## config.mk

```make
export PLATFORM = sky130hd
export DESIGN_NAME = bcv_device_flat
export DESIGN_NICKNAME = d
export VERILOG_FILES = /design/src/pkg/bcv_pkg.sv /design/src/pkg/bcv_link_if.sv /design/src/rtl/bcv_device.sv /design/src/flat_wrapper.sv
export SDC_FILE = /design/constraint.sdc
export NUM_CORES = 1
export LEC_CHECK = 0
export BUFFER_PORTS_ARGS = -buffer_cell sky130_fd_sc_hd__buf_2
export CAP_MARGIN = 20
export CORE_ASPECT_RATIO = 1.5
export CORE_MARGIN = 1
export CORE_UTILIZATION = 65
export CTS_CLUSTER_DIAMETER = 200
export CTS_CLUSTER_SIZE = 16
export DETAILED_ROUTE_END_ITERATION = 7
export PLACE_DENSITY_LB_ADDON = 0.3
export SYNTH_ARGS = -nofsm -noshare
export SYNTH_HDL_FRONTEND = slang
export SYNTH_SLANG_ARGS = --single-unit
```

## constraint.sdc

```tcl
create_clock -name CLK -period 43.2 [get_ports CLK]
set_input_delay 8.64 -clock CLK [delete_from_list [all_inputs] [get_ports CLK]]
set_output_delay 8.64 -clock CLK [all_outputs]
set_load 0.01 [all_outputs]
```

## src/pkg/bcv_pkg.sv

```systemverilog
// shared constants and types for the bcd convert / decode / encode datapath
package bcv_pkg;

  // operations issued over the link
  typedef enum logic [2:0] {
    BCV_OP_NONE          = 3'h0,
    INTEGER_TO_BCD_OP    = 3'h1,
    BCD_TO_INTEGER_OP    = 3'h2,
    DECODE_4_TO_16_OP    = 3'h3,
    ENCODE_16_TO_4_OP    = 3'h4,
    BCV_OP_MATH_LOAD     = 3'h5,
    BCV_OP_CLR_MINOR     = 3'h6
  } bcv_op_t;

  // numeric limits
  localparam logic [19:0] BCV_BCD_WORD_MAX   = 20'h09999;
  localparam logic [31:0] BCV_INT_MAX        = 32'h00007FFF;
  localparam int          BCV_DIGITS_WIDE    = 8;
  localparam logic [3:0]  BCV_DIGIT_MAX      = 4'h9;

  // register byte offsets of the controller
  localparam logic [7:0]  BCV_CMD_OFS        = 8'h00;
  localparam logic [7:0]  BCV_SRC_OFS        = 8'h04;
  localparam logic [7:0]  BCV_SRC_HI_OFS     = 8'h08;
  localparam logic [7:0]  BCV_RESULT_OFS     = 8'h0C;
  localparam logic [7:0]  BCV_FLAGS_OFS      = 8'h10;
  localparam logic [7:0]  BCV_MATH_OFS       = 8'h14;
  localparam logic [7:0]  BCV_INT_STAT_OFS   = 8'h18;
  localparam logic [7:0]  BCV_INT_MASK_OFS   = 8'h1C;

  // command register fields
  localparam int          BCV_CMD_OP_LSB     = 0;
  localparam int          BCV_CMD_MATH_BIT   = 4;
  localparam int          BCV_CMD_GO_BIT     = 8;

  // flags register bit positions
  localparam int          BCV_FLG_CARRY      = 0;
  localparam int          BCV_FLG_OVF        = 1;
  localparam int          BCV_FLG_ZERO       = 2;
  localparam int          BCV_FLG_SIGN       = 3;
  localparam int          BCV_FLG_MINOR      = 4;

  // interrupt status bits
  localparam int          BCV_INT_DONE       = 0;
  localparam int          BCV_INT_OVF        = 1;
  localparam int          BCV_INT_MINOR      = 2;
  localparam int          BCV_INT_W          = 3;

  // reset values
  localparam logic [31:0] BCV_MATH_RST       = 32'h00000000;
  localparam logic [15:0] BCV_WORD_RST       = 16'h0000;
  localparam logic [2:0]  BCV_INT_MASK_RST   = 3'h0;

endpackage

```

## src/pkg/bcv_link_if.sv

```systemverilog
// link between the issuing controller and the datapath
`timescale 1ns/1ps
`default_nettype none
interface bcv_link_if;
  import bcv_pkg::*;
  logic        exec;
  bcv_op_t     op;
  logic        math_sel;
  logic [15:0] src_word;
  logic [15:0] src_hi;
  logic        done;
  logic        result_wr;
  logic [15:0] result;
  logic        carry;
  logic        ovf;
  logic        zero;
  logic        sign;
  logic        minor;
  logic [31:0] math;

  modport dev (input exec, op, math_sel, src_word, src_hi,
               output done, result_wr, result, carry, ovf, zero, sign, minor, math);
  modport host (output exec, op, math_sel, src_word, src_hi,
                input done, result_wr, result, carry, ovf, zero, sign, minor, math);
endinterface
`default_nettype wire

```

## src/rtl/bcv_device.sv

```systemverilog
// datapath end: bcd conversions, 4-to-16 decode, 16-to-4 encode, flags and math register
`timescale 1ns/1ps
`default_nettype none
module bcv_device
  import bcv_pkg::*;
(
  input  wire logic        CLK,
  input  wire logic        RESET_N,
  bcv_link_if.dev          link,
  output logic [31:0]      MATH_REG,
  output logic [4:0]       STATUS_FLAGS
);

  typedef struct packed {
    logic        done;
    logic        result_wr;
    logic [15:0] result;
    logic [31:0] math;
    logic        carry;
    logic        ovf;
    logic        zero;
    logic        sign;
    logic        minor;
  } bcv_dev_state_t;

  bcv_dev_state_t q;
  bcv_dev_state_t d;

  // binary magnitude to five bcd digits, shift-and-add-three
  function automatic logic [19:0] bcv_bin_to_bcd(input logic [16:0] bin);
    logic [19:0] bcd;
    bcd = 20'h00000;
    for (int i = 16; i >= 0; i--)
    begin
      for (int k = 0; k < 5; k++)
      begin
        if (bcd[k*4 +: 4] >= 4'h5)
        begin
          bcd[k*4 +: 4] = bcd[k*4 +: 4] + 4'h3;
        end
      end
      bcd = {bcd[18:0], bin[i]};
    end
    return bcd;
  endfunction

  // true when every nibble is a decimal digit
  function automatic logic bcv_bcd_ok(input logic [31:0] v);
    logic ok;
    ok = 1'b1;
    for (int k = 0; k < BCV_DIGITS_WIDE; k++)
    begin
      if (v[k*4 +: 4] > BCV_DIGIT_MAX)
      begin
        ok = 1'b0;
      end
    end
    return ok;
  endfunction

  // eight bcd digits to binary, most significant digit first
  function automatic logic [31:0] bcv_bcd_to_bin(input logic [31:0] v);
    logic [31:0] acc;
    acc = 32'h00000000;
    for (int k = BCV_DIGITS_WIDE - 1; k >= 0; k--)
    begin
      acc = (acc << 3) + (acc << 1) + {28'h0000000, v[k*4 +: 4]};
    end
    return acc;
  endfunction

  // index of the lowest set bit, zero when none
  function automatic logic [3:0] bcv_lowest(input logic [15:0] v);
    logic [3:0] idx;
    idx = 4'h0;
    for (int i = 15; i >= 0; i--)
    begin
      if (v[i])
      begin
        idx = 4'(i);
      end
    end
    return idx;
  endfunction

  logic [16:0] tod_mag;
  logic [19:0] tod_bcd;
  logic        tod_big;
  logic [31:0] frd_src;
  logic [31:0] frd_val;
  logic        frd_bad;

  // sign dropped: the magnitude is converted
  assign tod_mag = link.src_word[15] ? 17'({1'b0, ~link.src_word} + 17'h00001) : {1'b0, link.src_word};
  assign tod_bcd = bcv_bin_to_bcd(tod_mag);
  assign tod_big = (tod_bcd > BCV_BCD_WORD_MAX);
  // wide source taken as one value, low word low digits
  assign frd_src = link.math_sel ? q.math : {16'h0000, link.src_word};
  assign frd_val = bcv_bcd_to_bin(frd_src);
  assign frd_bad = !bcv_bcd_ok(frd_src) || (frd_val > BCV_INT_MAX);

  always_comb
  begin
    d           = q;
    d.done      = 1'b0;
    d.result_wr = 1'b0;
    // nothing changes without a strobe
    if (link.exec)
    begin
      d.done = 1'b1;
      case (link.op)
        INTEGER_TO_BCD_OP:
        begin
          d.carry = 1'b0;
          d.sign  = link.src_word[15];
          d.ovf   = tod_big;
          if (tod_big)
          begin
            d.minor = 1'b1;
          end
          if (link.math_sel)
          begin
            // full five digits kept even on overflow
            d.math = {12'h000, tod_bcd};
            d.zero = (tod_bcd == 20'h00000);
          end
          else
          begin
            d.result    = tod_bcd[15:0];
            d.result_wr = 1'b1;
            d.zero      = (tod_bcd[15:0] == 16'h0000);
          end
        end
        BCD_TO_INTEGER_OP:
        begin
          // result always goes to a word
          d.result    = frd_val[15:0];
          d.result_wr = 1'b1;
          d.carry     = 1'b0;
          d.sign      = 1'b0;
          d.zero      = (frd_val[15:0] == 16'h0000);
          d.ovf       = frd_bad;
          if (frd_bad)
          begin
            d.minor = 1'b1;
          end
        end
        DECODE_4_TO_16_OP:
        begin
          // only the low nibble selects; flags left alone
          d.result    = 16'h0001 << link.src_word[3:0];
          d.result_wr = 1'b1;
        end
        ENCODE_16_TO_4_OP:
        begin
          // upper destination bits cleared on every write
          d.result    = {12'h000, bcv_lowest(link.src_word)};
          d.result_wr = 1'b1;
          d.zero      = (link.src_word == 16'h0000);
          // minor error bit is left untouched
          d.ovf       = ((link.src_word & (link.src_word - 16'h0001)) != 16'h0000);
          d.carry     = 1'b0;
          d.sign      = 1'b0;
        end
        BCV_OP_MATH_LOAD:
        begin
          // lets the issuer stage a wide source or zero the high word
          d.math = {link.src_hi, link.src_word};
        end
        BCV_OP_CLR_MINOR:
        begin
          d.minor = 1'b0;
        end
        default:
        begin
          d.done = 1'b0;
        end
      endcase
    end
  end

  always_ff @(posedge CLK)
  begin
    if (!RESET_N)
    begin
      q.done      <= 1'b0;
      q.result_wr <= 1'b0;
      q.result    <= BCV_WORD_RST;
      q.math      <= BCV_MATH_RST;
      q.carry     <= 1'b0;
      q.ovf       <= 1'b0;
      q.zero      <= 1'b0;
      q.sign      <= 1'b0;
      q.minor     <= 1'b0;
    end
    else
    begin
      q <= d;
    end
  end

  assign link.done      = q.done;
  assign link.result_wr = q.result_wr;
  assign link.result    = q.result;
  assign link.carry     = q.carry;
  assign link.ovf       = q.ovf;
  assign link.zero      = q.zero;
  assign link.sign      = q.sign;
  assign link.minor     = q.minor;
  assign link.math      = q.math;
  assign MATH_REG       = q.math;
  assign STATUS_FLAGS   = {q.minor, q.sign, q.zero, q.ovf, q.carry};

endmodule
`default_nettype wire

```

## src/flat_wrapper.sv

```systemverilog
// flat-port wrapper written by rule: the top's interface ports become plain ports
module bcv_device_flat import bcv_pkg::*;
  (CLK, RESET_N, MATH_REG, STATUS_FLAGS, link_exec, link_op, link_math_sel, link_src_word, link_src_hi, link_done, link_result_wr, link_result, link_carry, link_ovf, link_zero, link_sign, link_minor, link_math);
  bcv_link_if link_i ();
  input  wire logic CLK;
  input  wire logic RESET_N;
  output logic [31:0] MATH_REG;
  output logic [4:0] STATUS_FLAGS;
  input wire logic [$bits(link_i.exec)-1:0] link_exec;
  input wire logic [$bits(link_i.op)-1:0] link_op;
  input wire logic [$bits(link_i.math_sel)-1:0] link_math_sel;
  input wire logic [$bits(link_i.src_word)-1:0] link_src_word;
  input wire logic [$bits(link_i.src_hi)-1:0] link_src_hi;
  output wire logic [$bits(link_i.done)-1:0] link_done;
  output wire logic [$bits(link_i.result_wr)-1:0] link_result_wr;
  output wire logic [$bits(link_i.result)-1:0] link_result;
  output wire logic [$bits(link_i.carry)-1:0] link_carry;
  output wire logic [$bits(link_i.ovf)-1:0] link_ovf;
  output wire logic [$bits(link_i.zero)-1:0] link_zero;
  output wire logic [$bits(link_i.sign)-1:0] link_sign;
  output wire logic [$bits(link_i.minor)-1:0] link_minor;
  output wire logic [$bits(link_i.math)-1:0] link_math;
  assign link_i.exec = link_exec;
  assign link_i.op = link_op;
  assign link_i.math_sel = link_math_sel;
  assign link_i.src_word = link_src_word;
  assign link_i.src_hi = link_src_hi;
  assign link_done = link_i.done;
  assign link_result_wr = link_i.result_wr;
  assign link_result = link_i.result;
  assign link_carry = link_i.carry;
  assign link_ovf = link_i.ovf;
  assign link_zero = link_i.zero;
  assign link_sign = link_i.sign;
  assign link_minor = link_i.minor;
  assign link_math = link_i.math;
  bcv_device u_core (.CLK(CLK), .RESET_N(RESET_N), .link(link_i), .MATH_REG(MATH_REG), .STATUS_FLAGS(STATUS_FLAGS));
endmodule
```

==> metrics.md, run 1 <==
| Metric | Value |
|---|---|
| Outcome | `completed` |
| Worst slew margin | `28.6%` |
| Core area | `approximately 23000 µm²` |
| Gr ovfl total | `0` |
| Synth area leader | `ha_1` |
| Largest net degree at the start of global routing | `42` |
| Clock root buffer | `clkbuf_16` |
| Final period utilization | `62.8%` |
| Worst path max stage delay | `0.58 ns` |
| Fillers | `slightly below 2000` |
| #FFs+latches synth | `54` |
| Gr usage total | `34.5%` |
| Routed vias/inst | `6.45` |
| Die footprint | `24100 µm²` |
| Critical Path RT | `43.45 ns` |
| Top-area cell type share of the netlist area | `23.0%` |
| CP dominant cell by count | `ha_1` |
| Chip height | `roughly 190 µm` |
| Cts-stage hold buffer count | `0` |
| Area contributors post-synth | `ha_1 23%, dfxtp_1 7.1%, xnor2_1 4.8%` |
| DRT antenna net count | `0` |
| Clock latency on the worst-skew pair | `0.31 ns` |
| Depth of the CTS H-tree | `2` |
| DRC | `0` |
| Tmin final | `27.15 ns` |
| Setup CP Type | `input pin to flip-flop` |
| Highest metal used | `met4` |
| Final net count | `2366` |
| Crit path DAT | `27.39 ns` |
| Post-synthesis cell count | `1985` |
| Met2 wire length | `21.6 mm` |
| HP Class | `flip-flop to flip-flop` |
| CTS max path bufs | `2` |
| Setup_tns | `0 ns` |
| Syn Area/Cell | `7.68 µm²` |
| Row count | `68` |
| Final clock skew | `0.0131 ns` |
| Starting Density | `between 60% and 70%` |
| Post-synth ARST share | `0%` |
| DR iter-0 viols | `841` |
| DR vias | `14900` |
| Post-layout util | `69.1%` |
| Max Cap Viol | `0` |
| Layout area overhead | `4.20%` |
| WL per Instance | `18.1 µm` |
| CTS Buf Count | `5` |
| Clock Sinks | `54` |
| Setup violators final | `0` |
| Synth warn | `0` |
| Dpl hpwl | `35.3 mm` |
| RSZ-0062 raised after global routing | `false` |
| Global-route wire length before repair | `67.8 mm` |
| Worst-Margin Slew | `~1.1 ns` |
| Clock transition at path regs | `0.08 ns` |
| Netlist Area Pre-Place | `15200 µm²` |
| WL met3 | `2.01 mm` |
| Initial antenna violation count | `4` |
| Metal-1 WL | `15.5 mm` |
| Setup repair bufs after CTS | `0` |
| Max frequency | `36.8 MHz` |
| Placed insts | `2305` |
| # IOs | `about 130` |
| Max Slew Vio Count | `0` |
| Cell variety after synth | `~120` |
| Most used DFF post-synth | `dfxtp_1` |
| Gates resized, CTS repair | `0` |
| Layout Cells excl Fill | `about 2300` |
| Final hold slack | `0.498 ns` |
| Crit path capture type | `flip-flop` |
| Routability cong. | `0.974` |
| First-pass DRT Iterations | `5` |
| Post-synth EDFFs | `0` |
| CTS tree | `yes` |
| Layout cell share with drive strength beyond 1 | `12.8%` |
| Final hold vios | `0` |
| Routed WL | `42.0 mm` |
| Post-synthesis sequential area ratio | `7.10%` |
| Vias in the first global route | `between 10000 and 15000` |
| IO buf count | `~130` |
| Crit path max fanout | `9` |
| CP startpoint kind | `input pin` |
| Slowest CP cell | `nor3_1` |
| Die X | `127 µm` |
-- layer usage --
| layer | track usage [%] | vias to the layer above |
|---|---|---|
| met5 | 0 | - |
| met4 | 23.3 | 0 |
| met3 | 3.53 | 176 |
| met2 | 65.4 | 505 |
| met1 | 35.4 | 6995 |
| li1 | - | 7272 |
-- worst paths after layout --
kind / from / end / slack [ns] / cells past startpoint
max: link_src_word[1] / u_core.link.ovf$_SDFFE_PN0P_ / 16.05 / 84
min: u_core.link.result[0]$_SDFFE_PN0P_ / u_core.link.result[0]$_SDFFE_PN0P_ / 0.50 / 2
max reg2reg: u_core.MATH_REG[30]$_SDFFE_PN0P_ / u_core.link.ovf$_SDFFE_PN0P_ / 30.53 / 58
min reg2reg: u_core.link.result[0]$_SDFFE_PN0P_ / u_core.link.result[0]$_SDFFE_PN0P_ / 0.50 / 2
-- worst max-delay path, delay by kind of cell --
family | cells | cell delay [ns]
fa+ha+maj | 14 | 3.56
simple gates | 33 | 7.28
mux | 1 | 0.38
compound gates | 18 | 3.91
xor+xnor | 8 | 2.16
buf+inv | 10 | 1.41
-- sequential cells by signal (all words and copies together), names as in the netlist --
register and count:
u_core.link.result_wr 1, u_core.link.zero 1, u_core.link.ovf 1, u_core.link.result 16
u_core.link.minor 1, u_core.link.done 1, u_core.link.sign 1, u_core.MATH_REG 32
-- cell type report --
type | count | area, µm² | share of cell area [%]
Antenna cell | 4 | 10.0 | 0.0631
Clock buffer | 5 | 125 | 0.788
Timing Repair Buffer | 135 | 693 | 4.37
Inverter | 184 | 692 | 4.36
Sequential cell | 54 | 1080 | 6.81
Clock inverter | 2 | 13.8 | 0.0867
Multi-Input combinational cell | 1653 | 12900 | 81.3
Tap cell | 280 | 350 | 2.21
-- cell usage in the layout, fill, tap and decap left out, types with 9 or more instances in the layout --
cell and count:
nor2_1 154, nand2b_1 44, xnor2_1 84, o211a_1 9, inv_1 175, a311oi_1 12
o21ai_0 110, a21oi_1 141, nand4_1 12, and2_1 34, ha_1 280, nand2_1 141
buf_2 128, fa_1 14, nor3_1 44, a31oi_1 9, a211oi_1 20, xor2_1 26
nand3_1 26, dfxtp_1 54, o21a_1 20, mux2_2 21, a21boi_0 18, and3_1 13
nor2b_1 24, a22oi_1 16, o31ai_1 10, o21bai_1 35, o22ai_1 10, or3_1 10
mux2i_1 49, o211ai_1 22, a21o_1 24, a221oi_1 15, or2_2 13
-- through the flow --
stage / cell area, µm² / worst slack, ns
2_1_floorplan: 15200 / 18.64
6_report: 15900 / 16.05
3_5_place_dp: 15700 / 16.11
3_3_place_gp: 15700 / 16.90
5_1_grt: 15900 / 14.18
4_1_cts: 15900 / 16.36
-- synth_stat cells (6+ instances only) --
cell,instances
a21oi_1,141
xor2_1,26
a21o_1,24
buf_2,10
nor2b_1,24
a21boi_0,18
and3_1,13
fa_1,14
clkbuf_1,38
or2_2,13
nand2_1,141
o21bai_1,35
or3_1,10
or4_1,8
xnor2_1,84
nand3_1,26
a22oi_1,16
a211o_1,8
nor2_1,154
ha_1,280
mux2i_1,49
nor3_1,44
dfxtp_1,54
buf_4,40
o211ai_1,22
a31oi_1,9
inv_1,175
and2_1,34
a221oi_1,15
o21ai_1,7
inv_2,6
a211oi_1,20
a311oi_1,12
o31ai_1,10
o21a_1,20
nand2b_1,44
o21ai_0,110
nand4_1,12
o22ai_1,10
mux2_2,21
o211a_1,9
a2111oi_0,7
nor4_1,8
-- kinds of logic after synthesis --
logic type / Yosys count / share of synthesized area, %
buffers and inverters: 279 / 8.20
XOR/XNOR: 118 / 7.30
multiplexers: 79 / 5.68
AO/OA/AOI/OAI: 584 / 27.5
AND/OR/NAND/NOR: 574 / 19.2
other: 1 / 0.0246
flip-flops: 54 / 7.10
adder cells (fa/ha/maj): 296 / 25.0
Power of run 1 is not shown: default switching activity piles up to over one toggle a cycle in this logic, so the estimate is an artifact.
==> run 2: changes to the inputs <==
- ABC_AREA: unset -> 1
- CORE_UTILIZATION: 65 -> 63
- clock period: 43.2 -> 28.2 ns (I/O delays scaled with it)
==> run 2 against run 1 <==
Die area decreased by 2.0%. Core utilization decreased by 1.4 points. Non-clock buffer count decreased by 4. Clock skew about the same. Highest routed layer unchanged.
==> metrics.md, run 2 <==
| Metric | Value |
|---|---|
| DR iter-0 viols | `761` |
| Syn Area/Cell | `6.66 µm²` |
| Routed vias/inst | `5.73` |
| Final period utilization | `63.5%` |
| Final hold vios | `0` |
| Die X | `126 µm` |
| Synth cell count leaders | `409 x nand2_1, 311 x inv_1, 280 x ha_1` |
| WL per Instance | `14.3 µm` |
| Worst slew margin | `32.0%` |
| Crit path max fanout | `8` |
| Gr ovfl total | `0` |
| Post-synthesis sequential area ratio | `7.47%` |
| Die footprint | `23600 µm²` |
| #FFs+latches synth | `between 50 and 60` |
| Clock root buffer | `clkbuf_16` |
| Gates resized, CTS repair | `0` |
| Cell variety after synth | `63` |
| Antenna fix cells | `0` |
| Setup_tns | `0 ns` |
| RSZ-0062 raised after global routing | `false` |
| First-pass DRT Iterations | `7` |
| Register Area | `~1100 µm²` |
| Setup repair bufs after CTS | `0` |
| DRC | `0` |
| CP startpoint | `link_src_word[1]` |
| Critical Path RT | `28.45 ns` |
| Layout cell share with drive strength beyond 1 | `about 17%` |
| DR vias | `14400` |
| Most frequent cell after synthesis | `nand2_1` |
| # IOs | `~130` |
| Clock transition at path regs | `0.08 ns` |
| Most used DFF post-synth | `dfxtp_1` |
| Slowest CP cell | `or2_2` |
| CP startpoint kind | `input pin` |
| Synth warn | `0` |
| Crit path capture type | `flip-flop` |
| Crit path DAT | `18.14 ns` |
| Vias in the first global route | `13800` |
| Starting Density | `64.4%` |
| Final clock skew | `0.0133 ns` |
| Most common cell after layout, fill and taps aside | `nand2_1` |
| Outcome | `completed` |
| Row count | `67` |
| Final net count | `2575` |
| Most frequent cells in the layout | `409 x nand2_1, 311 x inv_1, 280 x ha_1, 187 x a21oi_1, 128 x buf_2` |
| Synth area leader | `ha_1` |
| Fillers | `between 2000 and 2500` |
| CP dominant cell by count | `nand2_1` |
| Layout area overhead | `5.09%` |
| Clock latency on the worst-skew pair | `0.31 ns` |
| CTS max path bufs | `2` |
| Setup CP Type | `input pin to flip-flop` |
| Cts-stage hold buffer count | `0` |
| Gr usage total | `~30%` |
| Max reg flops | `32` |
| IO buf count | `between 100 and 150` |
| Max frequency | `55.9 MHz` |
| Largest net degree at the start of global routing | `37` |
| Setup violators final | `0` |
| Dpl hpwl | `31.4 mm` |
| Netlist Area Pre-Place | `between 10000 and 15000 µm²` |
| Routability cong. | `1.06` |
| Post-synthesis cell count | `~2200` |
| Worst path max stage delay | `0.30 ns` |
| Routed WL | `36.1 mm` |
| HP Start | `u_core.MATH_REG[30]$_SDFFE_PN0P_` |
| Max Slew Vio Count | `0` |
| Worst slack, placed | `10.10 ns` |
| Core area | `22500 µm²` |
| Chip height | `188 µm` |
| Max Cap Viol | `0` |
| Post-synth EDFFs | `0` |
| Flop2flop setup slack | `about 16 ns` |
| Area contributors post-synth | `ha_1 24%, nand2_1 11%, inv_1 8.1%` |
| Global-route wire length before repair | `58.9 mm` |
| Post-synth ARST share | `0%` |
| HP Class | `flip-flop to flip-flop` |
| Tmin final | `about 18 ns` |
| Area occupied by multi-input gates | `11600 µm²` |
| Clock Sinks | `54` |
| CTS Buf Count | `5` |
| DRT antenna net count | `0` |
| CTS tree | `yes` |
| Depth of the CTS H-tree | `2` |
| Setup ws final | `10.30 ns` |
| Worst-Margin Slew | `1.02 ns` |
| R2R Path Start | `u_core.MATH_REG[30]$_SDFFE_PN0P_` |
| Initial antenna violation count | `0` |
| Top-area cell type share of the netlist area | `24.2%` |
==> run 2: changes by cell type in the layout (fill, tap and decap cells not counted), sizes merged, moves of 25 or more <==
cell,change
nand4,+25
nand2,+393
xnor2,-52
nor3,-39
nand2b,-44
nand3,+127
mux2,-25
nor2,-45
a21oi,+40
xor2,+50
inv,+167
mux2i,-54
o21bai,-26
==> run 2: critical path: cells and delay by family <==
kind | cells | cell delay (ns)
AO/OA/AOI/OAI | 6 | 0.87
XOR/XNOR | 2 | 0.41
adder cells (fa/ha/maj) | 14 | 2.96
buffers and inverters | 20 | 1.71
AND/OR/NAND/NOR | 62 | 6.53
==> run 2: final cells by class <==
cell class                 instances  area share [%]
inverter                         355            8.88
clock inverter                     2           0.107
multi-input combinational       1695            76.2
tap                              276            2.27
sequential                        54            7.11
timing repair buffer             131            4.49
clock buffer                       6           0.914
==> run 2: logic make-up after synthesis <==
logic type      share of synthesized area [%]
simple gates                             30.8
buf+inv                                  12.4
compound gates                           16.2
fa+ha+maj                                26.2
xor+xnor                                 6.95
flops                                    7.47
other cells                            0.0259
==> run 2: path summary, 6_finish.rpt <==
kind                                            to  cells past startpoint
hold reg to reg   u_core.MATH_REG[30]$_SDFFE_PN0P_                      2
setup / recovery     u_core.link.zero$_SDFFE_PN0P_                    104
hold / removal    u_core.MATH_REG[30]$_SDFFE_PN0P_                      2
setup reg to reg      u_core.link.ovf$_SDFFE_PN0P_                     62
==> run 2: layer usage <==
metal | vias to the layer above | part of all wire (%) | track usage [%]
li1 | 7278 | - | -
met5 | - | 0 | 0
met4 | 0 | 5.0 | 16.0
met2 | 363 | 54 | 59.7
met1 | 6679 | 37 | 29.9
met3 | 106 | 3.8 | 2.11
==> run 2: through the flow <==
stage                     utilization [%]  hold slack, ns  cells  cell area [µm²]
final                                67.7           0.498   2519            15200
after global routing                 67.7           0.521   2519            15200
after CTS                            67.5           0.498   2518            15200
after detailed placement             66.9           0.487   2510            15000
after global placement               66.9           0.484   2510            15000
after floorplan                         -           0.503   2174            14500
Power of run 2 is left out for the same reason.
